[src/hdl/host_port_pkg.sv]
// Constants shared by the host port and its compressed-data queue.
// Assumes a single 200 MHz core clock; host pins are asynchronous.
`default_nettype none
package host_port_pkg;
   localparam int DATA_W         = 32;
   localparam int HALF_W         = 16;
   localparam int ADR_W          = 2;
   localparam int HALF_N         = 2;
   localparam int QUEUE_DEPTH    = 8;
   localparam int NEAR_FULL_LVL  = 6;
   localparam int NEAR_EMPTY_LVL = 2;

   // Register indexes on the two address lines, byte address is four times
   localparam logic [1:0] REG_CDATA  = 2'h0;
   localparam logic [1:0] REG_IMASK  = 2'h1;
   localparam logic [1:0] REG_MODE   = 2'h2;
   localparam logic [1:0] REG_SCRATCH = 2'h3;
   localparam logic [7:0] BYTE_ADDR_STEP = 8'h04;

   // Field positions
   localparam int IMASK_SRQ_BIT  = 0;
   localparam int ISTAT_SRQ_BIT  = 8;
   localparam int MODE_ENC_BIT   = 0;
   localparam int HALF_LO        = 0;
   localparam int HALF_HI        = 1;

   // Reset values
   localparam logic [DATA_W-1:0] ZERO_WORD   = 32'h0000_0000;
   localparam logic [HALF_W-1:0] ZERO_HALF   = 16'h0000;
   localparam logic              MASK_RST    = 1'b0;
   localparam logic              ENC_RST     = 1'b0;
endpackage
`default_nettype wire

[src/hdl/queue_if.sv]
// Carrier between the host port and its word queue.
// Assumes both ends run on the same core clock.
`default_nettype none
interface queue_if #(
   parameter int WIDTH = 32,
   parameter int DEPTH = 8
);
   logic                       fill_valid;
   logic                       fill_ready;
   logic [WIDTH-1:0]           fill_data;
   logic                       drain_valid;
   logic                       drain_ready;
   logic [WIDTH-1:0]           drain_data;
   logic [$clog2(DEPTH+1)-1:0] level;

   modport store (
      input  fill_valid, fill_data, drain_ready,
      output fill_ready, drain_valid, drain_data, level
   );
   modport user (
      output fill_valid, fill_data, drain_ready,
      input  fill_ready, drain_valid, drain_data, level
   );
endinterface
`default_nettype wire

[src/hdl/host_port.sv]
// Asynchronous host bus port with compressed-data queue and service request.
// Assumes host pins are asynchronous to mclk_in; the pad ring resolves the
// data bus from data_oe_out. The codec core fills (encode) or drains (decode).
//
// Operation
// Strobes count only while chip select low
// Data bus released while chip select high
// Writes take effect at write strobe rise
// Reads drive register while read strobe low
// Acknowledge low marks each completed access
// Non-data registers wait one cycle first
// Decode: full queue holds acknowledge high
// Encode: empty queue holds acknowledge high
// Active-high queue service request output
// Request on near-full encode, near-empty decode
// Request and status low without condition
// Status mirrors request; mask drives interrupt
// Two address lines select four registers
// Queue advances only after upper half access
// Host pins synchronised before any use
`default_nettype none
module host_port #(
   parameter int DEPTH      = host_port_pkg::QUEUE_DEPTH,
   parameter int NEAR_FULL  = host_port_pkg::NEAR_FULL_LVL,
   parameter int NEAR_EMPTY = host_port_pkg::NEAR_EMPTY_LVL
) (
   input  wire logic                             mclk_in,
   input  wire logic                             reset_n_in,
   input  wire logic                             cs_n_in,
   input  wire logic                             wr_n_in,
   input  wire logic                             rd_n_in,
   input  wire logic [host_port_pkg::ADR_W-1:0]  adr_in,
   input  wire logic [host_port_pkg::HALF_N-1:0] host_half_enables_n_in,
   input  wire logic [host_port_pkg::DATA_W-1:0] data_in,
   output var  logic [host_port_pkg::DATA_W-1:0] data_out,
   output var  logic                             data_oe_out,
   output var  logic                             ack_n_out,
   output var  logic                             queue_service_request_out,
   output var  logic                             host_interrupt_request_out,
   output var  logic                             encode_mode_out,
   input  wire logic                             core_fill_valid_in,
   input  wire logic [host_port_pkg::DATA_W-1:0] core_fill_data_in,
   output var  logic                             core_fill_ready_out,
   output var  logic                             core_drain_valid_out,
   output var  logic [host_port_pkg::DATA_W-1:0] core_drain_data_out,
   input  wire logic                             core_drain_ready_in
);
   localparam int DW = host_port_pkg::DATA_W;
   localparam int HW = host_port_pkg::HALF_W;
   localparam int AW = host_port_pkg::ADR_W;
   localparam int BW = host_port_pkg::HALF_N;
   localparam int SW = 3 + AW + BW + DW;
   localparam int CW = $clog2(DEPTH+1);
   localparam logic [CW-1:0] NEAR_FULL_C  = CW'(NEAR_FULL);
   localparam logic [CW-1:0] NEAR_EMPTY_C = CW'(NEAR_EMPTY);

   typedef enum logic [1:0] {
      ST_IDLE,
      ST_WAIT,
      ST_STALL,
      ST_ACK
   } acc_state_e;

   acc_state_e      state_r;
   logic [SW-1:0]   sync1_r;
   logic [SW-1:0]   sync2_r;
   logic            s_cs_n;
   logic            s_wr_n;
   logic            s_rd_n;
   logic [AW-1:0]   s_adr;
   logic [BW-1:0]   s_be_n;
   logic [DW-1:0]   s_data;
   logic            is_write_r;
   logic [AW-1:0]   adr_r;
   logic [BW-1:0]   be_n_r;
   logic [DW-1:0]   wdata_r;
   logic [HW-1:0]   half_hold_r;
   logic            mask_srq_r;
   logic            encode_r;
   logic [DW-1:0]   scratch_r;
   logic            srq_r;
   logic            start;
   logic            released;
   logic            stall;
   logic            commit;
   logic            commit_cdata;
   logic            upper_done;
   logic [DW-1:0]   push_word;
   logic [DW-1:0]   read_word;

   queue_if #(.WIDTH(DW), .DEPTH(DEPTH)) q ();

   word_fifo #(.WIDTH(DW), .DEPTH(DEPTH)) u_queue (
      .mclk_in    (mclk_in),
      .reset_n_in (reset_n_in),
      .q          (q)
   );

   // Two-stage synchroniser for every host pin
   always_ff @(posedge mclk_in or negedge reset_n_in) begin
      if (!reset_n_in) begin
         sync1_r <= {3'h7, {AW{1'b0}}, {BW{1'b1}}, {DW{1'b0}}};
         sync2_r <= {3'h7, {AW{1'b0}}, {BW{1'b1}}, {DW{1'b0}}};
      end else begin
         sync1_r <= {cs_n_in, wr_n_in, rd_n_in, adr_in,
                     host_half_enables_n_in, data_in};
         sync2_r <= sync1_r;
      end
   end

   assign {s_cs_n, s_wr_n, s_rd_n, s_adr, s_be_n, s_data} = sync2_r;

   // Access start and end seen on the synchronised strobes
   assign start    = !s_cs_n && (!s_wr_n || !s_rd_n);
   assign released = s_cs_n || (s_wr_n && s_rd_n);

   // Queue stall: full during decode writes, empty during encode reads
   always_comb begin
      stall = 1'b0;
      if (adr_r == host_port_pkg::REG_CDATA) begin
         if (is_write_r && !encode_r && !q.fill_ready) begin
            stall = 1'b1;
         end
         if (!is_write_r && encode_r && !q.drain_valid) begin
            stall = 1'b1;
         end
      end
   end

   // Access sequencer driving the acknowledge
   always_ff @(posedge mclk_in or negedge reset_n_in) begin
      if (!reset_n_in) begin
         state_r <= ST_IDLE;
      end else begin
         case (state_r)
            ST_IDLE: begin
               if (start) begin
                  if (s_adr != host_port_pkg::REG_CDATA) begin
                     state_r <= ST_WAIT;
                  end else begin
                     state_r <= ST_STALL;
                  end
               end
            end
            ST_WAIT: begin
               state_r <= released ? ST_IDLE : ST_ACK;
            end
            ST_STALL: begin
               if (released) begin
                  state_r <= ST_IDLE;
               end else if (!stall) begin
                  state_r <= ST_ACK;
               end
            end
            ST_ACK: begin
               if (released) begin
                  state_r <= ST_IDLE;
               end
            end
            default: begin
               state_r <= ST_IDLE;
            end
         endcase
      end
   end

   // Latch the kind, address and half enables of each access
   always_ff @(posedge mclk_in or negedge reset_n_in) begin
      if (!reset_n_in) begin
         is_write_r <= 1'b0;
         adr_r      <= '0;
         be_n_r     <= '1;
      end else if (state_r == ST_IDLE && start) begin
         is_write_r <= !s_wr_n;
         adr_r      <= s_adr;
         be_n_r     <= s_be_n;
      end
   end

   // Write data held while strobe low, before the rising edge is seen
   always_ff @(posedge mclk_in or negedge reset_n_in) begin
      if (!reset_n_in) begin
         wdata_r <= host_port_pkg::ZERO_WORD;
      end else if (!s_wr_n && !s_cs_n) begin
         wdata_r <= s_data;
      end
   end

   // Commit on strobe release after acknowledge
   assign commit       = (state_r == ST_ACK) && released;
   assign commit_cdata = commit && (adr_r == host_port_pkg::REG_CDATA);
   assign upper_done   = !be_n_r[host_port_pkg::HALF_HI];

   // Lower half kept until the upper half completes the word
   always_ff @(posedge mclk_in or negedge reset_n_in) begin
      if (!reset_n_in) begin
         half_hold_r <= host_port_pkg::ZERO_HALF;
      end else if (commit_cdata && is_write_r
                   && !be_n_r[host_port_pkg::HALF_LO]) begin
         half_hold_r <= wdata_r[HW-1:0];
      end
   end

   assign push_word = {wdata_r[DW-1:HW],
                       be_n_r[host_port_pkg::HALF_LO] ? half_hold_r : wdata_r[HW-1:0]};

   // Queue direction follows the mode: host fills on decode, drains on encode
   assign q.fill_valid  = encode_r ? core_fill_valid_in
                                   : (commit_cdata && is_write_r && upper_done);
   assign q.fill_data   = encode_r ? core_fill_data_in : push_word;
   assign q.drain_ready = encode_r ? (commit_cdata && !is_write_r && upper_done)
                                   : core_drain_ready_in;
   assign core_fill_ready_out  = encode_r && q.fill_ready;
   assign core_drain_valid_out = !encode_r && q.drain_valid;
   assign core_drain_data_out  = q.drain_data;

   // Register writes with per-half enables
   always_ff @(posedge mclk_in or negedge reset_n_in) begin
      if (!reset_n_in) begin
         mask_srq_r <= host_port_pkg::MASK_RST;
         encode_r   <= host_port_pkg::ENC_RST;
         scratch_r  <= host_port_pkg::ZERO_WORD;
      end else if (commit && is_write_r) begin
         case (adr_r)
            host_port_pkg::REG_IMASK: begin
               if (!be_n_r[host_port_pkg::HALF_LO]) begin
                  mask_srq_r <= wdata_r[host_port_pkg::IMASK_SRQ_BIT];
               end
            end
            host_port_pkg::REG_MODE: begin
               if (!be_n_r[host_port_pkg::HALF_LO]) begin
                  encode_r <= wdata_r[host_port_pkg::MODE_ENC_BIT];
               end
            end
            host_port_pkg::REG_SCRATCH: begin
               if (!be_n_r[host_port_pkg::HALF_LO]) begin
                  scratch_r[HW-1:0] <= wdata_r[HW-1:0];
               end
               if (!be_n_r[host_port_pkg::HALF_HI]) begin
                  scratch_r[DW-1:HW] <= wdata_r[DW-1:HW];
               end
            end
            default: begin
            end
         endcase
      end
   end

   // Read multiplexer over the four registers
   always_comb begin
      read_word = host_port_pkg::ZERO_WORD;
      case (adr_r)
         host_port_pkg::REG_CDATA: begin
            read_word = encode_r ? q.drain_data : host_port_pkg::ZERO_WORD;
         end
         host_port_pkg::REG_IMASK: begin
            read_word[host_port_pkg::IMASK_SRQ_BIT] = mask_srq_r;
            read_word[host_port_pkg::ISTAT_SRQ_BIT] = srq_r;
         end
         host_port_pkg::REG_MODE: begin
            read_word[host_port_pkg::MODE_ENC_BIT] = encode_r;
         end
         host_port_pkg::REG_SCRATCH: begin
            read_word = scratch_r;
         end
         default: begin
            read_word = host_port_pkg::ZERO_WORD;
         end
      endcase
   end

   // Read data loaded as the acknowledge goes low
   always_ff @(posedge mclk_in or negedge reset_n_in) begin
      if (!reset_n_in) begin
         data_out <= host_port_pkg::ZERO_WORD;
      end else if (!is_write_r && !released
                   && (state_r == ST_WAIT || (state_r == ST_STALL && !stall))) begin
         data_out <= read_word;
      end
   end

   // Bus drive only while selected and read strobe low
   always_ff @(posedge mclk_in or negedge reset_n_in) begin
      if (!reset_n_in) begin
         data_oe_out <= 1'b0;
      end else begin
         data_oe_out <= (state_r == ST_ACK || (state_r == ST_STALL && !stall)
                         || state_r == ST_WAIT)
                        && !is_write_r && !s_cs_n && !s_rd_n;
      end
   end

   // Acknowledge low while the access is complete and still held
   always_ff @(posedge mclk_in or negedge reset_n_in) begin
      if (!reset_n_in) begin
         ack_n_out <= 1'b1;
      end else begin
         case (state_r)
            ST_WAIT: begin
               ack_n_out <= released;
            end
            ST_STALL: begin
               ack_n_out <= released || stall;
            end
            ST_ACK: begin
               ack_n_out <= released;
            end
            default: begin
               ack_n_out <= 1'b1;
            end
         endcase
      end
   end

   // Service request from the fill level, by mode
   always_ff @(posedge mclk_in or negedge reset_n_in) begin
      if (!reset_n_in) begin
         srq_r <= 1'b0;
      end else if (encode_r) begin
         srq_r <= (q.level >= NEAR_FULL_C);
      end else begin
         srq_r <= (q.level <= NEAR_EMPTY_C);
      end
   end

   assign queue_service_request_out = srq_r;

   // Masked interrupt from the mirrored status bit
   always_ff @(posedge mclk_in or negedge reset_n_in) begin
      if (!reset_n_in) begin
         host_interrupt_request_out <= 1'b0;
      end else begin
         host_interrupt_request_out <= srq_r && mask_srq_r;
      end
   end

   assign encode_mode_out = encode_r;
endmodule
`default_nettype wire

[src/hdl/word_fifo.sv]
// Flip-flop word queue with valid/ready on both sides.
// Assumes fill and drain share the core clock.
`default_nettype none
module word_fifo #(
   parameter int WIDTH = 32,
   parameter int DEPTH = 8
) (
   input  wire logic mclk_in,
   input  wire logic reset_n_in,
   queue_if.store    q
);
   localparam int PW = $clog2(DEPTH);
   localparam int CW = $clog2(DEPTH+1);
   localparam logic [CW-1:0] DEPTH_C = CW'(DEPTH);
   localparam logic [PW-1:0] LAST_C  = PW'(DEPTH-1);

   logic [WIDTH-1:0] mem_r [DEPTH];
   logic [PW-1:0]    wr_ptr_r;
   logic [PW-1:0]    rd_ptr_r;
   logic [CW-1:0]    count_r;
   logic             push;
   logic             pop;

   // Honest full and empty from the count
   assign q.fill_ready  = (count_r != DEPTH_C);
   assign q.drain_valid = (count_r != '0);
   assign q.drain_data  = mem_r[rd_ptr_r];
   assign q.level       = count_r;
   assign push = q.fill_valid & q.fill_ready;
   assign pop  = q.drain_valid & q.drain_ready;

   // Storage written by index
   always_ff @(posedge mclk_in) begin
      if (push) begin
         mem_r[wr_ptr_r] <= q.fill_data;
      end
   end

   // Pointers and fill count
   always_ff @(posedge mclk_in or negedge reset_n_in) begin
      if (!reset_n_in) begin
         wr_ptr_r <= '0;
         rd_ptr_r <= '0;
         count_r  <= '0;
      end else begin
         if (push) begin
            wr_ptr_r <= (wr_ptr_r == LAST_C) ? '0 : wr_ptr_r + 1'b1;
         end
         if (pop) begin
            rd_ptr_r <= (rd_ptr_r == LAST_C) ? '0 : rd_ptr_r + 1'b1;
         end
         if (push && !pop) begin
            count_r <= count_r + 1'b1;
         end else if (pop && !push) begin
            count_r <= count_r - 1'b1;
         end
      end
   end
endmodule
`default_nettype wire

[config.mk]
export PLATFORM = sky130hd
export DESIGN_NAME = host_port
export DESIGN_NICKNAME = d
export VERILOG_FILES = /design/src/hdl/host_port_pkg.sv /design/src/hdl/queue_if.sv /design/src/hdl/host_port.sv /design/src/hdl/word_fifo.sv
export SDC_FILE = /design/constraint.sdc
export NUM_CORES = 1
export LEC_CHECK = 0
export BUFFER_PORTS_ARGS = -buffer_cell sky130_fd_sc_hd__buf_2
export CAP_MARGIN = 25
export CELL_PAD_IN_SITES_DETAIL_PLACEMENT = 0
export CELL_PAD_IN_SITES_GLOBAL_PLACEMENT = 1
export CORE_MARGIN = 2
export CORE_UTILIZATION = 51
export DETAILED_ROUTE_END_ITERATION = 12
export PLACE_DENSITY = 0.88
export SYNTH_ARGS = -nofsm -noshare
export SYNTH_HDL_FRONTEND = slang
export SYNTH_SLANG_ARGS = --single-unit
[constraint.sdc]
create_clock -name mclk_in -period 6.15 [get_ports mclk_in]
set_input_delay 0.615 -clock mclk_in [delete_from_list [all_inputs] [get_ports mclk_in]]
set_output_delay 0.615 -clock mclk_in [all_outputs]
set_load 0.02 [all_outputs]
After elaboration in Yosys (flattened, before gate mapping)
Memories as Yosys holds them, arrays and structs flattened.
Index checks and enable logic that the tools add are counted.
Widths: inputs -> output; s select.
- register bits: 213
- latch bits: 0
- bits in writable memories: 256
- memory bits (read-only): 0
- bits of input ports: 75
- output and inout port bits: 71
- logic and storage cells: 127
- memories: 1
- $add $sub $neg: 4
- $mul: 0
- div/mod/pow operators: 0
- $lt $le $gt $ge: 2
- equality and inequality tests: 12
- shift-type cells: 0
- muxes and demuxes: 27
- bitwise gates (word level): 4
- reductions and logical operators: 57
- memories (memory ; depth ; width ; rd ports ; clocked after Yosys merged registers in ; write ports ; line ; RTL):
    u_queue.mem_r ; 8 ; 32 ; 1 ; 0 ; 1 ; word_fifo.sv:17 ; logic [WIDTH-1:0] mem_r [DEPTH];
- operators by type and width (operator ; number):
    $mux 32 ; 2
    $pmux 23 s2 ; 1
    $logic_and 1x1->1 ; 27
    $mux 16 ; 1
    $reduce_and 3->1 ; 5
    $pmux 7 s2 ; 1
    $logic_not 1->1 ; 13
    $mux 2 ; 6
    $eq 2x2->1 const B ; 4
    $mux 1 ; 8
    $mux 4 ; 2
    $pmux 2 s4 ; 1
    $add 3x1->3 const B ; 2
    $eq 3x3->1 const B ; 2
    $logic_or 1x1->1 ; 6
    $mux 3 ; 2
    $add 4x1->4 const B ; 1
    $eq 2x1->1 const B ; 2
    $ge 4x3->1 const B ; 1
    $le 4x2->1 const B ; 1
    $logic_not 2->1 ; 2
    $ne 2x2->1 const B ; 2
    $ne 4x4->1 const B ; 1
    $pmux 1 s4 ; 1
    other kinds (9) ; 12

Logic depth before layout (Yosys ltp)
- depth in word-level cells: 13
- mapped depth: 14
- mapped depth without buffers: 13

Cells and area by module
From an unflattened synthesis, not the netlist that was laid out.
- cell total of the unflattened synthesis: 976
- area, all modules: 18121.1 µm²
- modules (own cells, without submodules) (module ; instances ; cells each ; area each (µm²) ; seq. area each (µm²)):
    word_fifo ; 1 ; 435 ; 10286.1 ; 7937.6
    host_port ; 1 ; 541 ; 7835.0 ; 5096.1

Worst setup path after synthesis
Ideal clock, no wire load.
- path type: register to register
- from: register adr_r[0]
- to: memory u_queue.mem_r[0][0] (enable)
- library setup time: 502 ps
- arrival time: 4516 ps
- slack: 1132 ps
- cell stages (with the launch flop): 7
- buffers on the path: 0
- cell sequence: dfrtp_1 -> inv_1 -> ha_1 -> inv_1 -> o41ai_1 -> nand2_1 -> nor4_1
- word-level cells in the longest chain between the ends: 8
- ends and longest elaborated chain (element ; line ; RTL):
    start: declaration ; host_port.sv:74 ; logic [AW-1:0] adr_r;
    start signal: assignment ; host_port.sv:175 ; adr_r <= s_adr;
    $logic_not 2->1 ; host_port.sv:191 ; assign commit_cdata = commit && (adr_r == host_port_pkg::REG_CDATA);
    $logic_and 1x1->1 ; host_port.sv:191 ;
    $logic_and 1x1->1 (2 in a row) ; host_port.sv:209 ; : (commit_cdata && is_write_r && upper_done);
    $mux 1 ; host_port.sv:208 ; assign q.fill_valid = encode_r ? core_fill_valid_in
    $and 1x1->1 ; word_fifo.sv:29 ; assign push = q.fill_valid & q.fill_ready;
    $mux 1 ; word_fifo.sv:34 ; if (push) begin
    $mux 1 (not written as such) ; word_fifo.sv:35 ; mem_r[wr_ptr_r] <= q.fill_data;
    end: declaration ; word_fifo.sv:17 ;
Every way passes these cells.

Final worst setup path
- from: register u_queue.rd_ptr_r[2]
- to: output port core_drain_data_out[14] in the netlist's numbering
- word-level cells in the longest chain between the ends: 1
- ends and longest elaborated chain (element ; line ; RTL):
    start: declaration ; word_fifo.sv:19 ; logic [PW-1:0] rd_ptr_r;
    start signal: assignment ; word_fifo.sv:50 ; rd_ptr_r <= (rd_ptr_r == LAST_C) ? '0 : rd_ptr_r + 1'b1;
    $mem_v2 8x32 ; - ;
    end: declaration ; host_port.sv:45 ; output var logic [host_port_pkg::DATA_W-1:0] core_drain_data_out,
Every way passes these cells.

==> out/metrics.csv <==
metric;value;unit
worstSetupStartpointType;flip-flop;
port_buffers;145;
drtIter0Drc;1032;
placed_area;19400;um^2
synth-main-ff-cell;edfxtp_1;
dp_hpwl;24600;um
grt_start_max_net_pins;119;
pwr_density_cell;480;nW/um^2
area_delta_synth_final;16.5;%
wl;41700;um
synthTopCellsByArea;edfxtp_1 (42%), dfrtp_1 (28%), mux2_2 (8.4%);
min_period_over_period;62.2;%
max_clock_freq;262;MHz
ys_ff_latch;469;
core_area;34700;um^2
grt-ovfl-total;0;
synth_top_area_share;42.5;%
insertion_delay;0.56;ns
clock_path_buffers;3;
period_needed;3.82;ns
die_w;192;um
cts-resized-gates;0;
final.setup.worst_slack;2.33;ns
ios;146;
cts_buffers;47;
cts.sinks;469;
p_switching;0.00322;W
drive_gt1_share;37.5;%
setup_viol;0;
htreeDepth;2;
dieArea;37000;um^2
pwr-share-clk;29.3;%
synth_most_common_cell;edfxtp_1;
grt_pass1_wl;61800;um
ys_async_sr_fraction;45.4;%
rsz0062_at_grt;no;
max_slew_margin;30.8;%
vias;9891;
slew_viol_final;0;
fin_tns_setup;0;ns
hold_buffers;0;
post-cts-setup-buffer-count;0;
yosys-top-cells-count;edfxtp_1 (256), dfrtp_1 (200), mux2_2 (135), mux4_2 (52), o21ai_0 (50);
ir_worst_vdd;0.364;mV
synth_area_per_cell;17.7;um^2
stdcell_area;21100;um^2
p_leak;8.22;nW
rows;68;
vias_per_cell;5.90;
dr.pass1.iters;8;
synth_nets;1114;
crit_arrival;3.21;ns
total_power;0.0101;W
pwr-share-comb;28.0;%
finalHoldViolCount;0;
yosysTopAreaCell;edfxtp_1;
clk_pin_slew;0.06;ns
drc_errors;0;
cts_tree;built;
worstSetupPathType;reg2out;
antenna_found_initial;1;
worst-path-max-fanout;32;
crit_path_end_kind;output port;
tightest_slew;1.03;ns
syn-cell-area;18100;um^2
grt_pass1_vias;10300;
p_sw_share;31.8;%
grt_usage;22.8;%
place_congestion;0.804;
fin_skew;0.0153;ns
crit_required;5.53;ns
outcome;completed;
synth_edf_count;256;
start_util;52.1;%
synthCells;1021;
place_ws;2.41;ns
netlist-cell-type-count;51;
seqPwrFrac;42.8;%
die_y;192;um
yosysSeqAreaShare;72.1;%
final_core_util;60.7;%
wire_per_inst;24.9;um
num-nets-final;1275;
cap_violations;0;
cts_root_buffer;clkbuf_16;
hold_path.class;in2async;
yosys_warnings;0;
drtAntennaViolNets;0;
internal_power;0.00690;W
-- cell type report --
cell class / count / area (um^2)
fill: 2558 / 13600
sequential: 469 / 13000
multi-input combinational: 486 / 4840
clock buffer: 63 / 1330
timing repair buffer: 167 / 953
tap: 455 / 569
clock inverter: 24 / 295
inverter: 11 / 41.3
antenna: 1 / 2.50
-- cell usage in the layout, fill, tap and decap left out, drive strengths merged, types with 6 or more instances in the layout --
| cell type | instances |
|---|---|
| nor2 | 17 |
| inv | 12 |
| bufinv | 7 |
| clkinv | 14 |
| dfstp | 13 |
| o21ai | 50 |
| mux2 | 135 |
| and3 | 6 |
| mux2i | 42 |
| a22oi | 30 |
| clkbuf | 63 |
| and2 | 10 |
| dfrtp | 200 |
| buf | 167 |
| ha | 17 |
| o31ai | 31 |
| a41oi | 6 |
| edfxtp | 256 |
| mux4 | 52 |
| nand2 | 40 |
-- layer usage --
metal	up-vias	track usage [%]	share of wire, %
met2	377	37.6	50
li1	4260	-	-
met4	0	8.87	3.1
met5	-	0	0
met3	79	4.29	6.6
met1	5175	30.4	40
-- state kept, by name, indices dropped and copies added (netlist names) --
signal and cells:
scratch_r 32, data_oe_out 1, state_r 2, be_n_r 2
u_queue.rd_ptr_r 3, half_hold_r 16, queue_service_request_out 1, encode_mode_out 1
sync1_r 39, mask_srq_r 1, is_write_r 1, ack_n_out 1
u_queue.mem_r 256, host_interrupt_request_out 1, u_queue.wr_ptr_r 3, wdata_r 32
adr_r 2, sync2_r 39, u_queue.q.level 4, data_out 32
-- stage by stage --
stage | std cells | hold WS (ns)
after global routing | 1676 | 0.148
final | 1676 | 0.0762
after global placement | 1586 | 0.331
after CTS | 1673 | 0.121
after floorplan | 1021 | 0.319
after detailed placement | 1586 | 0.336
-- cells by family (layout without fill, tap and decap cells) --
logic type	after synthesis	in the layout	synth area share (%)
buf+inv	66	265	1.55
xor+xnor	3	3	0.145
other cells	0	1	0
fa+ha+maj	18	18	1.29
simple gates	96	96	2.56
compound gates	140	140	5.21
mux	229	229	17.2
flops	469	469	72.1
-- power groups by stage --
stage / Clock [W] / Sequential [W] / Combinational [W]
CTS: 0.00300 / 0.00442 / 0.00273
floorplan: 0 / 0.00421 / 0.00200
global route: 0.00313 / 0.00438 / 0.00303
global placement: 0 / 0.00446 / 0.00263
detailed placement: 0 / 0.00448 / 0.00271
finish: 0.00296 / 0.00433 / 0.00283
-- worst max-delay path, stage by stage, from the launching register on --
cell and delay, ns:
dfrtp_2 0.92, buf_4 0.51, nor2b_1 0.61, nand2_1 0.16
and3_1 0.26, buf_2 0.17
-- worst paths after layout --
kind	slack, ns	start	endpoint	cells past startpoint
setup / recovery	2.33	u_queue.rd_ptr_r[2]	core_drain_data_out[14]	5
hold / removal	0.08	reset_n_in	wdata_r[1]	1
setup reg to reg	2.34	adr_r[0]	u_queue.q.level[3]	13
hold reg to reg	0.35	sync1_r[2]	sync2_r[2]	0
max in group asynchronous	5.02	reset_n_in	sync1_r[23]	2
min in group mclk_in	0.16	host_half_enables_n_in[1]	sync1_r[33]	1
(Power assumes the default switching activity.)
